File: src/logic/fil_defines.svh
`ifndef FIL_DEFINES_SVH
`define FIL_DEFINES_SVH

// register indices; byte address is four times the index
`define FIL_IDX_MASK5 10'h033
`define FIL_IDX_LTCH0 10'h034
`define FIL_IDX_CHSUM 10'h035
`define FIL_IDX_OUT1 10'h038
`define FIL_IDX_OUT2 10'h039
`define FIL_IDX_LIVE0 10'h03c
`define FIL_IDX_IRQ_STAT 10'h050
`define FIL_IDX_IRQ_MASK 10'h051

// reset values
`define FIL_RST_MASK5 8'h30
`define FIL_RST_LTCH0 8'h00
`define FIL_RST_CHSUM 8'h00
`define FIL_RST_OUT1 8'h00
`define FIL_RST_OUT2 8'h00
`define FIL_RST_IRQ_STAT 8'h00
`define FIL_RST_IRQ_MASK 8'h00

// threshold / voice mask bit positions
`define FIL_M5_GPA_UP 7
`define FIL_M5_GPA_LOW 6
`define FIL_M5_VAD_UP 5
`define FIL_M5_VAD_DOWN 4

// clock / lock latch positions (also live register)
`define FIL_L0_CLK_ERR 7
`define FIL_L0_PLL_LOCK 6

// channel summary positions
`define FIL_CS_IN1 7
`define FIL_CS_IN2 6
`define FIL_CS_OUT1 5
`define FIL_CS_OUT2 4

// output fault register positions
`define FIL_OF_SC_POS 7
`define FIL_OF_SC_NEG 6
`define FIL_OF_VG_POS 5
`define FIL_OF_VG_NEG 4
`define FIL_O1_ADC1_MASK 3
`define FIL_O1_ADC2_MASK 2
`define FIL_O2_REG_MASK 1
`define FIL_O2_REG_SHORT 0

// interrupt status / mask positions
`define FIL_IS_CLK_ERR 7
`define FIL_IS_PLL_LOCK 6
`define FIL_IS_GPA_UP 5
`define FIL_IS_GPA_LOW 4
`define FIL_IS_VAD_UP 3
`define FIL_IS_VAD_DOWN 2
`define FIL_IS_OUT_FAULT 1
`define FIL_IS_REG_SHORT 0

// width of the synchronised source vector: 19 fault inputs plus two zero bits
`define FIL_NUM_SRC 21

`endif

File: src/logic/fil_pkg.sv
`default_nettype none

package fil_pkg;

    // one register byte
    typedef logic [7:0] fil_byte_type;

    // word index into the register map
    typedef logic [9:0] fil_index_type;

    // apb byte address
    typedef logic [11:0] fil_addr_type;

endpackage : fil_pkg

`default_nettype wire

File: src/logic/fil_fault_irq_latch.sv
// Design decision made here: the APB interface to the registers.
`timescale 1ns/1ps
`include "fil_defines.svh"
`default_nettype none

module fil_fault_irq_latch (
    // clock and reset
    input wire logic pclk,
    input wire logic presetn,
    // apb slave
    input wire logic psel,
    input wire logic penable,
    input wire logic pwrite,
    input wire fil_pkg::fil_addr_type paddr,
    input wire logic [31:0] pwdata,
    input wire logic [3:0] pstrb,
    output logic [31:0] prdata,
    output logic pready,
    output logic pslverr,
    // clock and lock conditions
    input wire logic clock_error,
    input wire logic pll_lock_event,
    // general analog input thresholds
    input wire logic general_analog_input_upper,
    input wire logic general_analog_input_lower,
    // voice activity detector
    input wire logic voice_activity_detector_up,
    input wire logic voice_activity_detector_down,
    // input channel fault summaries
    input wire logic input_one_fault,
    input wire logic input_two_fault,
    input wire logic adc_one_overload,
    input wire logic adc_two_overload,
    // output channel one faults
    input wire logic output_one_positive_pin_short,
    input wire logic output_one_negative_pin_short,
    input wire logic output_one_driver_positive_side_vg,
    input wire logic output_one_driver_negative_side_vg,
    // output channel two faults
    input wire logic output_two_positive_pin_short,
    input wire logic output_two_negative_pin_short,
    input wire logic output_two_driver_positive_side_vg,
    input wire logic output_two_driver_negative_side_vg,
    // analog regulator
    input wire logic regulator_short,
    // interrupt
    output logic irq
);
    import fil_pkg::*;

    localparam int NSRC = `FIL_NUM_SRC;

    // word index of an aligned apb address
    function automatic fil_index_type addr_index(input fil_addr_type a);
        addr_index = a[11:2];
    endfunction : addr_index

    // true when an aligned address selects the given register
    function automatic logic hits(input fil_addr_type a, input fil_index_type idx);
        hits = (a[1:0] == 2'h0) && (addr_index(a) == idx);
    endfunction : hits

    // raw source vector, ordered as the synchroniser holds it
    logic [NSRC-1:0] src_raw;
    logic [NSRC-1:0] sync1_reg;
    logic [NSRC-1:0] sync2_reg;
    logic [NSRC-1:0] prev_reg;

    // register state
    fil_byte_type mask5_reg;
    fil_byte_type ltch0_reg;
    fil_byte_type chsum_reg;
    fil_byte_type out1_reg;
    fil_byte_type out2_reg;
    fil_byte_type irq_stat_reg;
    fil_byte_type irq_mask_reg;
    fil_byte_type ltch0_next;
    fil_byte_type chsum_next;
    fil_byte_type out1_next;
    fil_byte_type out2_next;
    fil_byte_type irq_stat_next;
    fil_byte_type live0;
    fil_byte_type rd_byte;

    // bus phase decode
    logic setup_phase;
    logic access_rd;
    logic access_wr;
    logic mapped;
    logic [7:0] wr_byte;
    logic wr_lane0;

    // synchronised condition names
    logic s_clk_err;
    logic s_pll;
    logic s_gpa_up;
    logic s_gpa_low;
    logic s_vad_up;
    logic s_vad_dn;
    logic s_in1;
    logic s_in2;
    logic s_adc1;
    logic s_adc2;
    logic [3:0] s_out1;
    logic [3:0] s_out2;
    logic s_reg;

    // rising edges for the sticky interrupt status
    logic [NSRC-1:0] rise;

    // gather the analog detector outputs
    assign src_raw = {
        clock_error,
        pll_lock_event,
        general_analog_input_upper,
        general_analog_input_lower,
        voice_activity_detector_up,
        voice_activity_detector_down,
        input_one_fault,
        input_two_fault,
        adc_one_overload,
        adc_two_overload,
        output_one_positive_pin_short,
        output_one_negative_pin_short,
        output_one_driver_positive_side_vg,
        output_one_driver_negative_side_vg,
        output_two_positive_pin_short,
        output_two_negative_pin_short,
        output_two_driver_positive_side_vg,
        output_two_driver_negative_side_vg,
        regulator_short,
        2'h0
    };

    // two-flop synchroniser; detectors run off other clocks
    always_ff @(posedge pclk or negedge presetn) begin
        if (!presetn) begin
            sync1_reg <= '0;
            sync2_reg <= '0;
        end else begin
            sync1_reg <= src_raw;
            sync2_reg <= sync1_reg;
        end
    end

    // previous synchronised level, for edge detection
    always_ff @(posedge pclk or negedge presetn) begin
        if (!presetn) begin
            prev_reg <= '0;
        end else begin
            prev_reg <= sync2_reg;
        end
    end

    assign rise = sync2_reg & ~prev_reg;

    // name the synchronised levels
    assign s_clk_err = sync2_reg[20];
    assign s_pll = sync2_reg[19];
    assign s_gpa_up = sync2_reg[18];
    assign s_gpa_low = sync2_reg[17];
    assign s_vad_up = sync2_reg[16];
    assign s_vad_dn = sync2_reg[15];
    assign s_in1 = sync2_reg[14];
    assign s_in2 = sync2_reg[13];
    assign s_adc1 = sync2_reg[12];
    assign s_adc2 = sync2_reg[11];
    assign s_out1 = sync2_reg[10:7];
    assign s_out2 = sync2_reg[6:3];
    assign s_reg = sync2_reg[2];

    // apb phases; zero wait states, read data captured in setup, writes land in access
    assign setup_phase = psel && !penable;
    assign access_rd = psel && penable && !pwrite;
    assign access_wr = psel && penable && pwrite;
    assign wr_byte = pwdata[7:0];
    assign wr_lane0 = pstrb[0];

    // every access completes on its first access cycle
    assign pready = psel && penable;

    // address decode
    always_comb begin
        mapped = hits(paddr, `FIL_IDX_MASK5)
            || hits(paddr, `FIL_IDX_LTCH0)
            || hits(paddr, `FIL_IDX_CHSUM)
            || hits(paddr, `FIL_IDX_OUT1)
            || hits(paddr, `FIL_IDX_OUT2)
            || hits(paddr, `FIL_IDX_LIVE0)
            || hits(paddr, `FIL_IDX_IRQ_STAT)
            || hits(paddr, `FIL_IDX_IRQ_MASK);
    end

    // live copy, not latched
    always_comb begin
        live0 = 8'h00;
        live0[`FIL_L0_CLK_ERR] = s_clk_err;
        live0[`FIL_L0_PLL_LOCK] = s_pll;
    end

    // read mux
    always_comb begin
        rd_byte = 8'h00;
        if (hits(paddr, `FIL_IDX_MASK5)) begin
            rd_byte = mask5_reg;
        end else if (hits(paddr, `FIL_IDX_LTCH0)) begin
            rd_byte = ltch0_reg;
        end else if (hits(paddr, `FIL_IDX_CHSUM)) begin
            rd_byte = chsum_reg;
        end else if (hits(paddr, `FIL_IDX_OUT1)) begin
            rd_byte = out1_reg;
        end else if (hits(paddr, `FIL_IDX_OUT2)) begin
            rd_byte = out2_reg;
        end else if (hits(paddr, `FIL_IDX_LIVE0)) begin
            rd_byte = live0;
        end else if (hits(paddr, `FIL_IDX_IRQ_STAT)) begin
            rd_byte = irq_stat_reg;
        end else if (hits(paddr, `FIL_IDX_IRQ_MASK)) begin
            rd_byte = irq_mask_reg;
        end
    end

    // read data and error captured at setup, held through access
    always_ff @(posedge pclk or negedge presetn) begin
        if (!presetn) begin
            prdata <= 32'h0000_0000;
            pslverr <= 1'b0;
        end else if (setup_phase) begin
            prdata <= {24'h00_0000, rd_byte};
            pslverr <= !mapped;
        end
    end

    // threshold and voice mask; all bits stored as written
    always_ff @(posedge pclk or negedge presetn) begin
        if (!presetn) begin
            mask5_reg <= `FIL_RST_MASK5;
        end else if (access_wr && wr_lane0 && hits(paddr, `FIL_IDX_MASK5)) begin
            mask5_reg <= wr_byte;
        end
    end

    // clock / lock latch: condition sets, read clears unless still present
    always_comb begin
        ltch0_next = ltch0_reg;
        if (access_rd && hits(paddr, `FIL_IDX_LTCH0)) begin
            ltch0_next = 8'h00;
        end
        // set wins over the read clear
        ltch0_next[`FIL_L0_CLK_ERR] = ltch0_next[`FIL_L0_CLK_ERR] | s_clk_err;
        ltch0_next[`FIL_L0_PLL_LOCK] = ltch0_next[`FIL_L0_PLL_LOCK] | s_pll;
        ltch0_next[5:0] = 6'h00;
    end

    always_ff @(posedge pclk or negedge presetn) begin
        if (!presetn) begin
            ltch0_reg <= `FIL_RST_LTCH0;
        end else begin
            ltch0_reg <= ltch0_next;
        end
    end

    // channel summary latch; overloads count unless masked
    always_comb begin
        chsum_next = chsum_reg;
        if (access_rd && hits(paddr, `FIL_IDX_CHSUM)) begin
            chsum_next = 8'h00;
        end
        chsum_next[`FIL_CS_IN1] = chsum_next[`FIL_CS_IN1] | s_in1
            | (s_adc1 & ~out1_reg[`FIL_O1_ADC1_MASK]);
        chsum_next[`FIL_CS_IN2] = chsum_next[`FIL_CS_IN2] | s_in2
            | (s_adc2 & ~out1_reg[`FIL_O1_ADC2_MASK]);
        chsum_next[`FIL_CS_OUT1] = chsum_next[`FIL_CS_OUT1] | (|s_out1);
        chsum_next[`FIL_CS_OUT2] = chsum_next[`FIL_CS_OUT2] | (|s_out2);
        chsum_next[3:0] = 4'h0;
    end

    always_ff @(posedge pclk or negedge presetn) begin
        if (!presetn) begin
            chsum_reg <= `FIL_RST_CHSUM;
        end else begin
            chsum_reg <= chsum_next;
        end
    end

    // output one: latched fault nibble plus two writable masks
    always_comb begin
        out1_next = out1_reg;
        if (access_rd && hits(paddr, `FIL_IDX_OUT1)) begin
            out1_next[7:4] = 4'h0;
        end
        out1_next[7:4] = out1_next[7:4] | s_out1;
        if (access_wr && wr_lane0 && hits(paddr, `FIL_IDX_OUT1)) begin
            out1_next[3:2] = wr_byte[3:2];
        end
        out1_next[1:0] = 2'h0;
    end

    always_ff @(posedge pclk or negedge presetn) begin
        if (!presetn) begin
            out1_reg <= `FIL_RST_OUT1;
        end else begin
            out1_reg <= out1_next;
        end
    end

    // output two: latched fault nibble, regulator mask and latch
    always_comb begin
        out2_next = out2_reg;
        if (access_rd && hits(paddr, `FIL_IDX_OUT2)) begin
            out2_next[7:4] = 4'h0;
            out2_next[`FIL_O2_REG_SHORT] = 1'b0;
        end
        out2_next[7:4] = out2_next[7:4] | s_out2;
        // a masked regulator short is neither latched nor signalled
        out2_next[`FIL_O2_REG_SHORT] = out2_next[`FIL_O2_REG_SHORT]
            | (s_reg & ~out2_reg[`FIL_O2_REG_MASK]);
        if (access_wr && wr_lane0 && hits(paddr, `FIL_IDX_OUT2)) begin
            out2_next[`FIL_O2_REG_MASK] = wr_byte[`FIL_O2_REG_MASK];
        end
        out2_next[3:2] = 2'h0;
    end

    always_ff @(posedge pclk or negedge presetn) begin
        if (!presetn) begin
            out2_reg <= `FIL_RST_OUT2;
        end else begin
            out2_reg <= out2_next;
        end
    end

    // sticky interrupt status: rising edges set, write one clears, set wins
    always_comb begin
        irq_stat_next = irq_stat_reg;
        if (access_wr && wr_lane0 && hits(paddr, `FIL_IDX_IRQ_STAT)) begin
            irq_stat_next = irq_stat_reg & ~wr_byte;
        end
        irq_stat_next[`FIL_IS_CLK_ERR] = irq_stat_next[`FIL_IS_CLK_ERR] | rise[20];
        irq_stat_next[`FIL_IS_PLL_LOCK] = irq_stat_next[`FIL_IS_PLL_LOCK] | rise[19];
        irq_stat_next[`FIL_IS_GPA_UP] = irq_stat_next[`FIL_IS_GPA_UP]
            | (rise[18] & ~mask5_reg[`FIL_M5_GPA_UP]);
        irq_stat_next[`FIL_IS_GPA_LOW] = irq_stat_next[`FIL_IS_GPA_LOW]
            | (rise[17] & ~mask5_reg[`FIL_M5_GPA_LOW]);
        irq_stat_next[`FIL_IS_VAD_UP] = irq_stat_next[`FIL_IS_VAD_UP]
            | (rise[16] & ~mask5_reg[`FIL_M5_VAD_UP]);
        irq_stat_next[`FIL_IS_VAD_DOWN] = irq_stat_next[`FIL_IS_VAD_DOWN]
            | (rise[15] & ~mask5_reg[`FIL_M5_VAD_DOWN]);
        irq_stat_next[`FIL_IS_OUT_FAULT] = irq_stat_next[`FIL_IS_OUT_FAULT] | (|rise[10:3]);
        irq_stat_next[`FIL_IS_REG_SHORT] = irq_stat_next[`FIL_IS_REG_SHORT]
            | (rise[2] & ~out2_reg[`FIL_O2_REG_MASK]);
    end

    always_ff @(posedge pclk or negedge presetn) begin
        if (!presetn) begin
            irq_stat_reg <= `FIL_RST_IRQ_STAT;
        end else begin
            irq_stat_reg <= irq_stat_next;
        end
    end

    // interrupt enable mask, one = blocked
    always_ff @(posedge pclk or negedge presetn) begin
        if (!presetn) begin
            irq_mask_reg <= `FIL_RST_IRQ_MASK;
        end else if (access_wr && wr_lane0 && hits(paddr, `FIL_IDX_IRQ_MASK)) begin
            irq_mask_reg <= wr_byte;
        end
    end

    // level interrupt; combinational from registers only
    assign irq = |(irq_stat_reg & ~irq_mask_reg);

endmodule : fil_fault_irq_latch

`default_nettype wire

File: config.mk
export PLATFORM = sky130hd
export DESIGN_NAME = fil_fault_irq_latch
export DESIGN_NICKNAME = d
export VERILOG_FILES = /design/src/logic/fil_pkg.sv /design/src/logic/fil_fault_irq_latch.sv
export VERILOG_INCLUDE_DIRS = /design/src /design/src/logic
export SDC_FILE = /design/constraint.sdc
export NUM_CORES = 1
export LEC_CHECK = 0
export BUFFER_PORTS_ARGS = -buffer_cell sky130_fd_sc_hd__buf_2
export CAP_MARGIN = 10
export CORE_MARGIN = 4
export CORE_UTILIZATION = 45
export DETAILED_ROUTE_END_ITERATION = 8
export PLACE_DENSITY = 0.69
export SKIP_CTS_REPAIR_TIMING = 1
export SYNTH_ARGS = -nofsm -noshare
export SYNTH_HDL_FRONTEND = slang
export SYNTH_SLANG_ARGS = --single-unit
File: constraint.sdc
create_clock -name pclk -period 2 [get_ports pclk]
set_input_delay 0.6 -clock pclk [delete_from_list [all_inputs] [get_ports pclk]]
set_output_delay 0.6 -clock pclk [all_outputs]
set_load 0.005 [all_outputs]
* Word level (Yosys, flattened, before mapping) *
Index checks and enable logic that the tools add are counted.

operators by class
  reduce and logical (&&, ||, !) cells = 37
  muxes and demuxes = 14
  bitwise operators = 40
  equality and inequality tests = 8

operators with widths
  cell                 count
  $mux 8               11
  $eq 10x6->1 const B  6
  $logic_and 1x1->1    22
  $and 21x21->21       1
  $not 21->21          1
  $eq 10x7->1 const B  2
  $or 1x1->1           17
  $and 8x8->8          2
  $not 8->8            2
  $reduce_or 8->1      2
  $and 1x1->1          8
  $mux 4               2
  $or 4x4->4           2
  $reduce_or 4->1      2
  $logic_or 1x1->1     7
  $not 1->1            7
  $logic_not 1->1      3
  $logic_not 2->1      1
  $mux 1               1

word-level totals
  output and inout bits = 35
  register bits = 108

* Depth between registers and ports, before layout *
  depth after elaboration = 10
  gate-level depth with buffers = 7
  mapped depth without buffers = 5

* Worst setup path before layout *
No wires, ideal clock.

  kind = input to register
  from = input paddr[3]
  to = register irq_stat_reg[1]
  arrival = 1970 ps
  stages on the path = 5
  path slack = -109 ps
  library setup time = 139 ps
  data required time = 1861 ps
  path buffers = 1
  cells stage by stage = or3_1 > buf_2 > nor4_4 > a21oi_1 > or4_1

between the ends
  word-level cells in the longest chain between the ends = 5

RTL lines
  element               RTL line                    RTL
  from (decl)           fil_fault_irq_latch.sv:14   input wire fil_pkg::fil_addr_type paddr,
  $eq 10x7->1           fil_fault_irq_latch.sv:60   hits = (a[1:0] == 2'h0) && (addr_index(a) == idx);
  $logic_and 1x1->1     fil_fault_irq_latch.sv:60
  $logic_and 1x1->1     fil_fault_irq_latch.sv:335  if (access_wr && wr_lane0 && hits(paddr, `FIL_IDX_IRQ_STAT)) begin
  $mux 8                fil_fault_irq_latch.sv:335
  $or 1x1->1            fil_fault_irq_latch.sv:348  irq_stat_next[`FIL_IS_OUT_FAULT] = irq_stat_next[`FIL_IS_OUT_FAULT] | (|rise[10:3]);
  via irq_stat_next[1]  fil_fault_irq_latch.sv:81   fil_byte_type irq_stat_next;
  to (signal assigned)  fil_fault_irq_latch.sv:355  irq_stat_reg <= `FIL_RST_IRQ_STAT;
  to (signal assigned)  fil_fault_irq_latch.sv:357  irq_stat_reg <= irq_stat_next;
  to (decl)             fil_fault_irq_latch.sv:75   fil_byte_type irq_stat_reg;

The timed path passes the listed nets, and every way through them passes these cells.
A chain may end at the register's enable or synchronous reset.

* Final worst setup path *
  from = register irq_stat_reg[0]
  to = output irq

between the ends
  word-level cells in the longest chain between the ends = 2

RTL lines
  element          RTL line                    RTL
  $and 8x8->8      fil_fault_irq_latch.sv:371  assign irq = |(irq_stat_reg & ~irq_mask_reg);
  $reduce_or 8->1  fil_fault_irq_latch.sv:371
  to (decl)        fil_fault_irq_latch.sv:47   output logic irq

No other way between the ends.

==> impl_metrics.yaml <==
status:
  status: "finished with violations"
  violations: "negative setup slack"
detailed_routing:
  drt-pass1-iter-count: 4
  drc: 0
  wl_per_cell_um: 16.2
  initialDrtViolationCount: 223
  vias_per_cell: 5.26
  wl_um: 9010
  via_count: 2929
  ant_nets: 0
hold_path:
  min_path_type: "input pin to async pin"
worst_setup_path:
  endpoint_kind: "output pin"
  start_kind: "register"
  cp_max_fo: 3
  crit_arrival_ps: 1590
  reg2reg_from: "sync2_reg[10]"
  required_ps: 1400
  critPathKind: "register to output pin"
  rr_worst_depth: 4
  r2r_setup_slack_ps: 520
  r2r-end: "irq_stat_reg[1]"
logic_synthesis:
  ys_seq_area_share_pct: 62.1
  synth_edf_count: 0
  synth-seq-cells: 104
  yosys.cell_types.count: 47
  async_flop_share_pct: 100
  synth_area_per_cell_um2: 12.1
  syn_area_um2: 4200
  yosys_warnings: 0
  netlist_instances: 348
  ys.flop_type: "dfrtp_1"
global_route:
  grt_pass1_wl_um: 14900
  overflow: 0
  grt_usage_pct: 17.4
  grt_max_degree: 37
  grt_antenna_before_repair: 0
  grt_pass1_vias: 2985
clocking:
  cts_max_path_buffers: 2
  cts_tree: "yes"
  clockRootBuffer: "clkbuf_8"
  clk_latency_ps: 370
  clkSinkCount: 104
  cts_max_level: 3
  cts_buffers: 9
  cts.clk_slew.worst_paths_ps: 100
timing:
  final_max_slew_viol_count: 0
  hold_viol_final: 0
  fin_ws_ps: -188
  hold_slack_ps: 160
  setup_viol: 1
  min_period_ps: 2190
  finalClockSkew_ps: 12.3
  fin_setup_tns_ps: -188
  grt_setup_unrepaired: "true"
  min_period_over_period_pct: 109
  max_freq_ghz: 0.457
finish:
  nNetsFinal: 516
  multiInputGateArea_um2: 1400
  diodes: 0
  final_cell_mix: "dfrtp_1 (102), buf_2 (53), buf_4 (39)"
  syn_to_final_growth_pct: 20.5
  layout_commonest_cell: "dfrtp_1"
  design_area_um2: 5050
  nFillCells: 713
  drive_gt1_share_pct: 33.0
  layout.area.seq_um2: 2610
pwr:
  power.total_uw: 3810
  peakVddDrop_v: 0.000495
  power.leakage_uw: 0.00238
  power_density_nw_per_um2: 755
floorplanning:
  fp-row-count: 34
  dieArea_um2: 10900
  io_pins: 107
  die_h_um: 105
  die_width_um: 105
  core_area_um2: 8890
  start_util_pct: 47.2
placement:
  dpl_cell_area_um2: 4810
  finalWeightedCongestion: 0.878
  dp_hpwl_um: 6850
  numPortBuffers: 55
  post-place-ws_ps: -187
job:
  drv_cap: 0
-- power breakdown --
part / internal (µW) / switching, µW / total (µW)
Sequential: 2170 / 33.0 / 2200
Combinational: 108 / 153 / 261
Clock: 604 / 749 / 1350
-- worst max path at each step --
stage | startpoint | endpoint
2_1_floorplan | paddr[3] | irq_stat_reg[1]
3_3_place_gp | paddr[9] | prdata[7]
3_5_place_dp | paddr[9] | prdata[7]
4_1_cts | irq_stat_reg[5] | irq
5_1_grt | irq_stat_reg[0] | irq
6_report | irq_stat_reg[0] | irq
-- synth_stat cells, drive strengths merged (2+ instances only) --
cell type	instances	area share, %
nand2b	3	0.45
dfrtp	102	61
or3	3	0.45
a21oi	17	2.0
nor2b	4	0.60
a221o	2	0.48
inv	20	1.8
clkbuf	7	0.63
a31oi	2	0.30
o22ai	6	0.89
a211oi	2	0.36
nor3	6	0.83
nor3b	3	0.54
mux2	19	5.1
nor4	6	1.6
a311oi	2	0.42
nor4bb	4	0.95
o211ai	3	0.54
o31ai	3	0.54
o21ai	10	1.2
or4	2	0.36
o32ai	3	0.63
nand3	8	1.2
a22o	3	0.63
and2	2	0.30
a221oi	5	1.0
nor2	8	0.78
buf	27	4.7
dfstp	2	1.3
and3	7	1.0
nand2	32	2.9
a21o	14	2.5
mux2i	3	0.72
-- critical path: stages, from the launching register on --
cell and delay [ps]:
dfrtp_1 390, inv_2 80, o22ai_2 70, or4_4 540
buf_6 130
-- cells by family after synthesis --
family	Yosys count	synth area share, %
other	1	0.0894
buffers and inverters	54	7.07
AOI/OAI and AO/OA	75	12.1
DFF	104	62.1
and+or+nand+nor	92	12.8
muxes	22	5.82
-- through the flow --
| stage | instances | utilization [%] |
|---|---|---|
| 5_1_grt | 557 | 56.9 |
| 6_report | 557 | 56.9 |
| 3_5_place_dp | 539 | 54.1 |
| 2_1_floorplan | 371 | - |
| 3_3_place_gp | 539 | 54.1 |
| 4_1_cts | 555 | 56.4 |
-- final cells by class --
cell class / count / area share (%)
flip-flops and latches: 104 / 51.5
multi-input cells: 213 / 27.7
repair buffers: 96 / 12.5
well taps: 108 / 2.67
clock buffers: 9 / 2.45
clock inverters: 7 / 1.68
inverters: 20 / 1.49
-- per-layer routing --
metal	track usage, %	wire, µm	vias up
met5	0	0	-
met4	7.60	229	0
met3	3.33	465	19
met2	27.1	4220	97
met1	23.8	4100	1431
li1	-	-	1382
Note: power is estimated with default switching activity, not from simulation.
